<file path="src/spp_pkg.sv">
// Functional notes
// - mask read command returns interrupt masks
// - mask read also returns pending, input level
// - mask set command acts on data bits
// - bits 3 or 4 update masks
// - bit 6 drives output pin from data
// - mask and output updates are independent
// - one means high pin, zero low
// - bit 6 zero keeps output level
// - output pin low after reset
// - mask read leaves sign flag alone
// - start zero, eight data bits lsb first
// - one or more stop bits, two at 110; the code sends two only when STAT bit 0 is set, at any rate, and one otherwise
// - line idles high between frames
// - equal bit cells of one period
// - rates from 110 to 9600 baud
// - rate learned from received space character
// - store full and half bit periods
// - transmit cells timed by full period
// - receive uses half and full periods
// - rates follow measurement, not core clock
// - output level taken from data bit 7
// - input level read back in bit 7
// - first sample one and half periods after edge
package spp_pkg;
    // ******************************************
    // register map
    // ******************************************
    localparam logic [3:0] SPP_MASK_ADDR = 4'h0;
    localparam logic [3:0] SPP_CTRL_ADDR = 4'h1;
    localparam logic [3:0] SPP_STAT_ADDR = 4'h2;
    localparam logic [3:0] SPP_TXD_ADDR = 4'h3;
    localparam logic [3:0] SPP_RXD_ADDR = 4'h4;
    localparam logic [3:0] SPP_FULL_ADDR = 4'h5;
    localparam logic [3:0] SPP_HALF_ADDR = 4'h6;
    localparam logic [7:0] SPP_MASK_READ_OP = 8'h20;
    localparam logic [7:0] SPP_MASK_SET_OP = 8'h30;
    localparam logic [7:0] SPP_SPACE_CODE = 8'h20;
    localparam int SPP_MSE_BIT = 3;
    localparam int SPP_R75_BIT = 4;
    localparam int SPP_SOE_BIT = 6;
    localparam int SPP_OUT_LVL_BIT = 7;
    localparam int SPP_CLK_MHZ = 100;
    localparam int SPP_MIN_BAUD = 110;
    // 100e6/110 = 909091 cycles; 20 bits
    localparam int SPP_PER_W = 20;
    // six low cells of a 110 baud space: 5454546 cycles, 23 bits
    localparam int SPP_MEAS_W = SPP_PER_W + 3;
    localparam int SPP_LOW_CELLS = 6;
    localparam int SPP_HALF_DIV = 12;
    localparam int SPP_STOP_110 = 2;
    localparam logic [3:0] SPP_TX_BITS = 4'hb;
    localparam logic [3:0] SPP_RX_BITS = 4'h9;
    localparam logic [2:0] SPP_MASK_RST = 3'h7;

    typedef enum logic [1:0] {SPP_RI_IDLE, SPP_RI_LOW, SPP_RI_HIGH, SPP_RI_LOW2} spp_ri_e;
    typedef enum logic [1:0] {SPP_RX_IDLE, SPP_RX_WAIT, SPP_RX_SHIFT} spp_rx_e;

    typedef struct packed {
        logic [SPP_PER_W-1:0] cnt;
        logic done;
    } spp_tmr_s;
endpackage

</file>
<file path="src/spp_timer.sv">
`timescale 1ns/10ps
// down counter, fires done when a loaded period expires
module spp_timer import spp_pkg::*; (
    // clock and reset
    input wire logic sys_clk,
    input wire logic rst_n,
    // control
    input wire logic load,
    input wire logic [SPP_PER_W-1:0] period,
    // status
    output logic done
);
    spp_tmr_s s_q, s_d;
    always_comb begin
        s_d = s_q;
        s_d.done = 1'b0;
        if (load) begin
            // one less so done lands exactly period cycles on; a period of one never fires, zero wraps to the full count
            s_d.cnt = period - 1'b1;
        end else if (s_q.cnt != '0) begin
            s_d.cnt = s_q.cnt - 1'b1;
            if (s_q.cnt == {{(SPP_PER_W-1){1'b0}}, 1'b1}) begin
                s_d.done = 1'b1;
            end
        end
    end
    always_ff @(posedge sys_clk) begin
        if (!rst_n) begin
            s_q <= '0;
        end else begin
            s_q <= s_d;
        end
    end
    assign done = s_q.done;
endmodule

</file>
<file path="src/spp_top.sv">
// Design decisions made here: the Wishbone interface to the registers and the address map.
`timescale 1ns/10ps
module spp_top import spp_pkg::*; (
    // clock and reset
    input wire logic sys_clk,
    input wire logic rst_n,
    // wishbone slave
    input wire logic wb_cyc_i,
    input wire logic wb_stb_i,
    input wire logic wb_we_i,
    input wire logic [3:0] wb_adr_i,
    input wire logic [3:0] wb_sel_i,
    input wire logic [31:0] wb_dat_i,
    output logic [31:0] wb_dat_o,
    output logic wb_ack_o,
    // serial pins
    input wire logic serial_in_pin,
    output logic serial_out_pin,
    // interrupt pins seen by the mask read
    input wire logic [2:0] irq_pending
);
    // ******************************************
    // state
    // ******************************************
    typedef struct packed {
        logic ack;
        logic [31:0] rdat;
        logic out_lvl;
        logic [2:0] mask;
        logic [7:0] acc;
        logic rx_prev;
        spp_ri_e ri;
        logic [SPP_MEAS_W-1:0] meas;
        logic [SPP_PER_W-1:0] full;
        logic [SPP_PER_W-1:0] half;
        logic rate_ok;
        logic ri_req;
        logic tx_busy;
        logic [3:0] tx_cnt;
        logic [8:0] tx_sh;
        logic two_stop;
        spp_rx_e rx;
        logic [3:0] rx_cnt;
        logic [7:0] rx_sh;
        logic [7:0] rx_data;
        logic rx_valid;
    } spp_state_s;

    spp_state_s s_q, s_d;
    logic tx_load, rx_load, tx_done, rx_done;
    logic [SPP_PER_W-1:0] rx_period;
    logic wr, rd;

    assign wr = wb_cyc_i && wb_stb_i && wb_we_i && !s_q.ack && wb_sel_i[0];
    assign rd = wb_cyc_i && wb_stb_i && !s_q.ack;

    spp_timer u_tx_tmr (
        .sys_clk(sys_clk),
        .rst_n(rst_n),
        .load(tx_load),
        .period(s_q.full),
        .done(tx_done)
    );
    spp_timer u_rx_tmr (
        .sys_clk(sys_clk),
        .rst_n(rst_n),
        .load(rx_load),
        .period(rx_period),
        .done(rx_done)
    );

    always_comb begin
        s_d = s_q;
        tx_load = 1'b0;
        rx_load = 1'b0;
        rx_period = s_q.full;
        s_d.ack = rd;
        s_d.rx_prev = serial_in_pin;
        // ******************************************
        // register writes and commands
        // ******************************************
        if (wr) begin
            case (wb_adr_i)
                SPP_CTRL_ADDR: begin
                    if (wb_dat_i[7:0] == SPP_MASK_SET_OP) begin
                        // each half acts on its own enable bit
                        if (s_q.acc[SPP_MSE_BIT] || s_q.acc[SPP_R75_BIT]) begin
                            s_d.mask = s_q.acc[2:0];
                        end
                        if (s_q.acc[SPP_SOE_BIT]) begin
                            s_d.out_lvl = s_q.acc[SPP_OUT_LVL_BIT];
                        end
                    end else if (wb_dat_i[7:0] == SPP_MASK_READ_OP) begin
                        s_d.acc = {serial_in_pin, irq_pending, 1'b0, s_q.mask};
                    end
                    if (wb_dat_i[8]) begin
                        s_d.ri_req = 1'b1; // re-measure on request
                        s_d.rate_ok = 1'b0;
                    end
                    if (wb_dat_i[9] && s_q.rate_ok && !s_q.tx_busy) begin
                        s_d.tx_busy = 1'b1;
                        s_d.tx_cnt = s_q.two_stop ? SPP_TX_BITS : SPP_TX_BITS - 4'h1;
                        s_d.tx_sh = {s_q.acc, 1'b0}; // start bit first
                        tx_load = 1'b1;
                    end
                end
                SPP_MASK_ADDR: s_d.acc = wb_dat_i[7:0];
                SPP_STAT_ADDR: s_d.two_stop = wb_dat_i[0];
                default: ;
            endcase
        end
        if (rd && !wb_we_i && wb_adr_i == SPP_RXD_ADDR) begin
            s_d.rx_valid = 1'b0;
        end
        // ******************************************
        // rate identification
        // ******************************************
        // meas holds six 110 baud cells at 100 MHz
        case (s_q.ri)
            SPP_RI_IDLE: begin
                if (s_q.ri_req && s_q.rx_prev && !serial_in_pin) begin
                    s_d.ri = SPP_RI_LOW;
                    s_d.meas = '0;
                end
            end
            SPP_RI_LOW: begin
                // space is 0 then 00000100: start+5 low bits measured
                s_d.meas = s_q.meas + 1'b1;
                if (serial_in_pin) begin
                    s_d.ri = SPP_RI_HIGH;
                end
            end
            SPP_RI_HIGH: begin
                if (!serial_in_pin) begin
                    s_d.ri = SPP_RI_LOW2;
                end
            end
            SPP_RI_LOW2: begin
                if (serial_in_pin) begin // 6 low cells give period
                    s_d.full = SPP_PER_W'(s_q.meas / SPP_LOW_CELLS);
                    s_d.half = SPP_PER_W'(s_q.meas / SPP_HALF_DIV);
                    s_d.rate_ok = 1'b1;
                    s_d.ri_req = 1'b0;
                    s_d.ri = SPP_RI_IDLE;
                end
            end
            default: s_d.ri = SPP_RI_IDLE;
        endcase
        // ******************************************
        // transmitter
        // ******************************************
        if (s_q.tx_busy) begin
            s_d.out_lvl = s_q.tx_sh[0];
            if (tx_done) begin
                s_d.tx_sh = {1'b1, s_q.tx_sh[8:1]}; // idle high tail
                s_d.tx_cnt = s_q.tx_cnt - 4'h1;
                if (s_q.tx_cnt == 4'h1) begin
                    s_d.tx_busy = 1'b0;
                end else begin
                    tx_load = 1'b1;
                end
            end
        end
        // ******************************************
        // receiver
        // ******************************************
        case (s_q.rx)
            SPP_RX_IDLE: begin
                if (s_q.rate_ok && s_q.rx_prev && !serial_in_pin) begin
                    rx_period = s_q.half;
                    rx_load = 1'b1;
                    s_d.rx = SPP_RX_WAIT;
                    s_d.rx_cnt = SPP_RX_BITS;
                end
            end
            SPP_RX_WAIT: begin
                if (rx_done) begin
                    rx_load = 1'b1;
                    s_d.rx = SPP_RX_SHIFT;
                end
            end
            SPP_RX_SHIFT: begin
                if (rx_done) begin
                    s_d.rx_cnt = s_q.rx_cnt - 4'h1;
                    if (s_q.rx_cnt == 4'h1) begin
                        s_d.rx_data = s_q.rx_sh;
                        s_d.rx_valid = 1'b1;
                        s_d.rx = SPP_RX_IDLE;
                    end else begin
                        s_d.rx_sh = {serial_in_pin, s_q.rx_sh[7:1]};
                        rx_load = 1'b1;
                    end
                end
            end
            default: s_d.rx = SPP_RX_IDLE;
        endcase
        // ******************************************
        // read data
        // ******************************************
        case (wb_adr_i)
            SPP_MASK_ADDR: s_d.rdat = {24'h0, s_q.acc};
            SPP_STAT_ADDR: s_d.rdat = {26'h0, s_q.rx_valid, s_q.tx_busy,
                                       s_q.rate_ok, s_q.ri_req, s_q.out_lvl, s_q.two_stop};
            SPP_RXD_ADDR: s_d.rdat = {24'h0, s_q.rx_data};
            SPP_FULL_ADDR: s_d.rdat = {{(32-SPP_PER_W){1'b0}}, s_q.full};
            SPP_HALF_ADDR: s_d.rdat = {{(32-SPP_PER_W){1'b0}}, s_q.half};
            default: s_d.rdat = 32'h0;
        endcase
    end

    always_ff @(posedge sys_clk) begin
        if (!rst_n) begin
            s_q <= '0; // output low
            s_q.mask <= SPP_MASK_RST;
            s_q.rx_prev <= 1'b1;
            s_q.ri_req <= 1'b1; // measure after reset
        end else begin
            s_q <= s_d;
        end
    end

    assign wb_ack_o = s_q.ack;
    assign wb_dat_o = s_q.rdat;
    assign serial_out_pin = s_q.out_lvl;
endmodule

</file>
<file path="config.mk">
export PLATFORM = sky130hd
export DESIGN_NAME = spp_top
export DESIGN_NICKNAME = d
export VERILOG_FILES = /design/src/spp_pkg.sv /design/src/spp_timer.sv /design/src/spp_top.sv
export SDC_FILE = /design/constraint.sdc
export NUM_CORES = 1
export LEC_CHECK = 0
export ABC_AREA = 1
export BUFFER_PORTS_ARGS = -buffer_cell sky130_fd_sc_hd__buf_2
export CAP_MARGIN = 10
export CORE_MARGIN = 5
export CORE_UTILIZATION = 56
export CTS_BUF_LIST = sky130_fd_sc_hd__clkbuf_16
export DETAILED_ROUTE_END_ITERATION = 6
export GPL_TIMING_DRIVEN = 0
export PLACE_DENSITY = 0.78
export SYNTH_ARGS = -nofsm -noshare
export SYNTH_HDL_FRONTEND = slang
export SYNTH_HIERARCHICAL = 1
export SYNTH_SLANG_ARGS = --single-unit
</file>
<file path="constraint.sdc">
create_clock -name sys_clk -period 5.21 [get_ports sys_clk]
set_input_delay 1.563 -clock sys_clk [delete_from_list [all_inputs] [get_ports sys_clk]]
set_output_delay 1.563 -clock sys_clk [all_outputs]
set_load 0.005 [all_outputs]
</file>
==> results.yml <==
floorplanning:
  fp.dieW_um: 151
  initial_utilization: 0.571
  die_h_um: 151
  dieArea_mm2: 0.0229
  rows: 51
  core-area_mm2: 0.0196
  io_pins: 83
pwr:
  switching_share: 0.421
  vdd_drop_max_mv: 0.260
  intPower_w: 0.00284
  sequentialPowerShare: 0.337
  p_total_w: 0.00491
  p_clk_frac: 0.274
  combPwrFrac: 0.389
  power.density_mw_per_mm2: 370
  switching_power_w: 0.00207
  leakage_nw: 6.28
setup_path:
  r2r_slack_ns: -0.91
  regToRegStartpoint: "s_q[101]$_SDFFE_PN0P_"
  crit_path_top_delay_cell: "dfxtp_4"
  rr_endpoint: "s_q[60]$_SDFFE_PN0P_"
  crit_top_cell: "nand2_2"
  critPathKind: "flip-flop to flip-flop"
  worstPathMaxFanout: 5
  rr_worst_depth: 50
  startpoint_type: "flip-flop"
  crit_path_end_kind: "flip-flop"
  worstPathArrival_ns: 6.47
  slowest_delay_ns: 0.39
  critical_path_required_ns: 5.56
placement:
  gp_congestion: 0.894
  dp_hpwl_um: 22800
  port_buffers: 44
  dp.cells: 2006
synth:
  synth.avg_cell_area_um2: 6.64
  yosysWarningCount: 6
  yosys.area.top_type: "dfxtp_1"
  syn_inst: 1686
  synth_area_mm2: 0.0112
  ys_top_cells_by_area: "dfxtp_1 32%, nand2_1 11%, inv_1 8.1%, nand3_1 6.3%, nor2_1 5.4%"
  yosysTopAreaCellShare: 0.324
  ys_ff_latch: 181
  synth.distinct_cells: 43
  ys_seq_area_frac: 0.324
sta:
  drv_slew: 0
  tns_ns: -7.20
  fin_crit_sh: 1.17
  layout_setup_ws_ns: -0.907
  clock.fmax_mhz: 163
  rsz0062_at_grt: "yes"
  hold_violations: 0
  fin_skew_ns: 0.0157
  finalCriticalPeriod_ns: 6.12
  setup_viol: 13
  relSlewSlack: 0.358
  tightestPinTransition_ns: 0.952
grt:
  grt_pass1_vias: 10600
  overflow: 0
  antenna_found_initial: 0
  grt_pass1_wl_um: 52300
  grt_max_degree: 22
  grt_usage: 0.285
route:
  routedWlPerCell_um: 16.1
  vias_per_cell: 5.64
  dr.pass1.iters: 6
  via_count: 11800
  initialDrtViolationCount: 1289
  drc: 0
  wl_um: 33600
  ant_nets: 0
clock_tree:
  cts_tree: "built"
  ctsHtreeMaxLevel: 4
  cts_buffers: 17
  cts_sinks: 181
  clockRootBuffer: "clkbuf_16"
  cts_buffer_depth: 2
  clk-insertion-delay-late_ns: 0.45
  clk_pin_slew_ns: 0.08
cells_and_area:
  drive_above_1_share: 0.201
  fin_util: 0.677
  layout.nets: 1883
  area_growth_syn_to_layout_pct: 18.5
  stdcell_count: 2092
  diodes: 0
  n_fill_cell: 1637
run_status:
  status: "finished, violations left"
  violations: "negative setup slack"
worst_hold_path:
  hold_end: "s_q[1]$_SDFFE_PN0P_"
  min_from: "s_q[9]$_SDFFE_PN0P_"
  hp-class: "flip-flop to flip-flop"
  whs_path_depth: 2
flow_run:
  drv_cap: 0
==> cells by family (layout without fill, tap and decap cells) <==
group,count (synthesis),in the layout,synth area share
AND/OR/NAND/NOR,813,813,0.349
adder cells (fa/ha/maj),20,20,0.0224
buffers and inverters,336,466,0.124
AO/OA/AOI/OAI,317,317,0.166
flip-flops,181,181,0.324
XOR/XNOR,18,18,0.0141
other,1,12,0.000335
==> worst max-delay path by stage <==
stage | from | end | slack (ns) | cells after the start
2_1_floorplan | s_q[102]$_SDFFE_PN0P_ | s_q[60]$_SDFFE_PN0P_ | 0.33 | 49
3_3_place_gp | s_q[101]$_SDFFE_PN0P_ | s_q[60]$_SDFFE_PN0P_ | -0.16 | 51
3_5_place_dp | s_q[102]$_SDFFE_PN0P_ | s_q[60]$_SDFFE_PN0P_ | -0.34 | 55
4_1_cts | s_q[101]$_SDFFE_PN0P_ | s_q[60]$_SDFFE_PN0P_ | -0.16 | 54
5_1_grt | s_q[101]$_SDFFE_PN0P_ | s_q[60]$_SDFFE_PN0P_ | -1.23 | 51
6_report | s_q[101]$_SDFFE_PN0P_ | s_q[60]$_SDFFE_PN0P_ | -0.91 | 50
==> cell usage after synthesis, drive strengths merged <==
cell	count
o21ai	108
o22ai	4
a21o	5
o21a	4
nor2	205
o21bai	2
inv	253
dfxtp	181
a211oi	12
a31oi	15
nand2	378
a221oi	9
o31ai	2
buf	40
nand3	164
nor4	6
nor3b	1
ha	20
xor2	18
and2	2
nor3	14
clkinv	4
o211ai	41
nand4	26
or2	6
nand3b	11
clkbuf	39
conb	1
a21oi	115
==> metrics by stage <==
stage / cell area [um^2] / setup WS, ns / hold WS, ns
3_5_place_dp: 11800 / -0.337 / 0.448
4_1_cts: 12900 / -0.159 / 0.461
3_3_place_gp: 11800 / -0.158 / 0.443
2_1_floorplan: 11200 / 0.332 / 0.430
5_1_grt: 13300 / -1.23 / 0.484
6_report: 13300 / -0.907 / 0.460
==> flip-flops by register name (all words and copies together), names as in the netlist <==
signal / cells
wb_ack_o: 1
u_tx_tmr/s_q: 20
wb_dat_o: 20
serial_out_pin: 1
u_rx_tmr/done: 1
s_q: 117
u_rx_tmr/s_q: 20
u_tx_tmr/done: 1
==> area by class of cell <==
type	count	area, um^2	share of cell area
multi-input combinational	1180	6640	0.500
sequential	181	3630	0.274
inverter	257	970	0.0731
timing repair buffer	98	641	0.0483
buffer	79	427	0.0322
clock buffer	17	425	0.0321
tap	265	332	0.0250
clock inverter	15	195	0.0147
==> layer usage <==
| metal | up-vias | track usage | wire [um] |
|---|---|---|---|
| met5 | - | 0 | 0 |
| met2 | 533 | 0.463 | 15900 |
| met3 | 131 | 0.0533 | 2840 |
| li1 | 5732 | - | - |
| met1 | 5402 | 0.373 | 13600 |
| met4 | 0 | 0.111 | 1250 |
==> worst max-delay path, delay by kind of cell (launching register included) <==
family | cells | cell delay [ns]
AO/OA/AOI/OAI | 9 | 1.63
buffers and inverters | 5 | 0.37
flip-flops | 1 | 0.39
AND/OR/NAND/NOR | 36 | 3.63
==> cells in the final DEF (no fill, tap or decap), types with 6 or more instances in the layout <==
master,Yosys,routed
a211oi_1,12,12
a21oi_1,113,108
a21oi_2,2,7
a221oi_1,9,9
a31oi_1,15,15
buf_2,8,52
buf_4,32,82
clkbuf_1,39,39
clkbuf_16,0,17
conb_1,1,12
dfxtp_1,181,178
ha_1,20,20
inv_1,243,241
inv_2,10,10
nand2_1,339,311
nand2_2,33,49
nand2_4,6,18
nand3_1,142,129
nand3_2,17,14
nand3_4,5,21
nand3b_1,9,9
nand4_1,26,26
nor2_1,161,158
nor2_2,32,34
nor2_4,8,9
nor3_1,14,14
nor4_1,6,6
o211ai_1,41,41
o21ai_0,88,88
o21ai_2,7,12
or2_2,6,6
xor2_1,18,18
==> power by group through the flow <==
| stage | clock (W) | sequential, W | combinational (W) |
|---|---|---|---|
| after floorplan | 0 | 0.00163 | 0.00154 |
| after global placement | 0 | 0.00168 | 0.00183 |
| after detailed placement | 0 | 0.00168 | 0.00187 |
| after CTS | 0.00136 | 0.00165 | 0.00189 |
| after global routing | 0.00142 | 0.00167 | 0.00217 |
| final | 0.00134 | 0.00166 | 0.00191 |
==> what timing repair did <==
item | 4_1_cts | 5_1_grt
resized for setup | 43 | 64
hold buffers | 0 | 0
setup buffers | 46 | 13
pin swaps | 11 | 37
setup endpoints to repair | 5 | 13
endpoints found under the hold margin | 0 | 0
(Power assumes the default switching activity.)
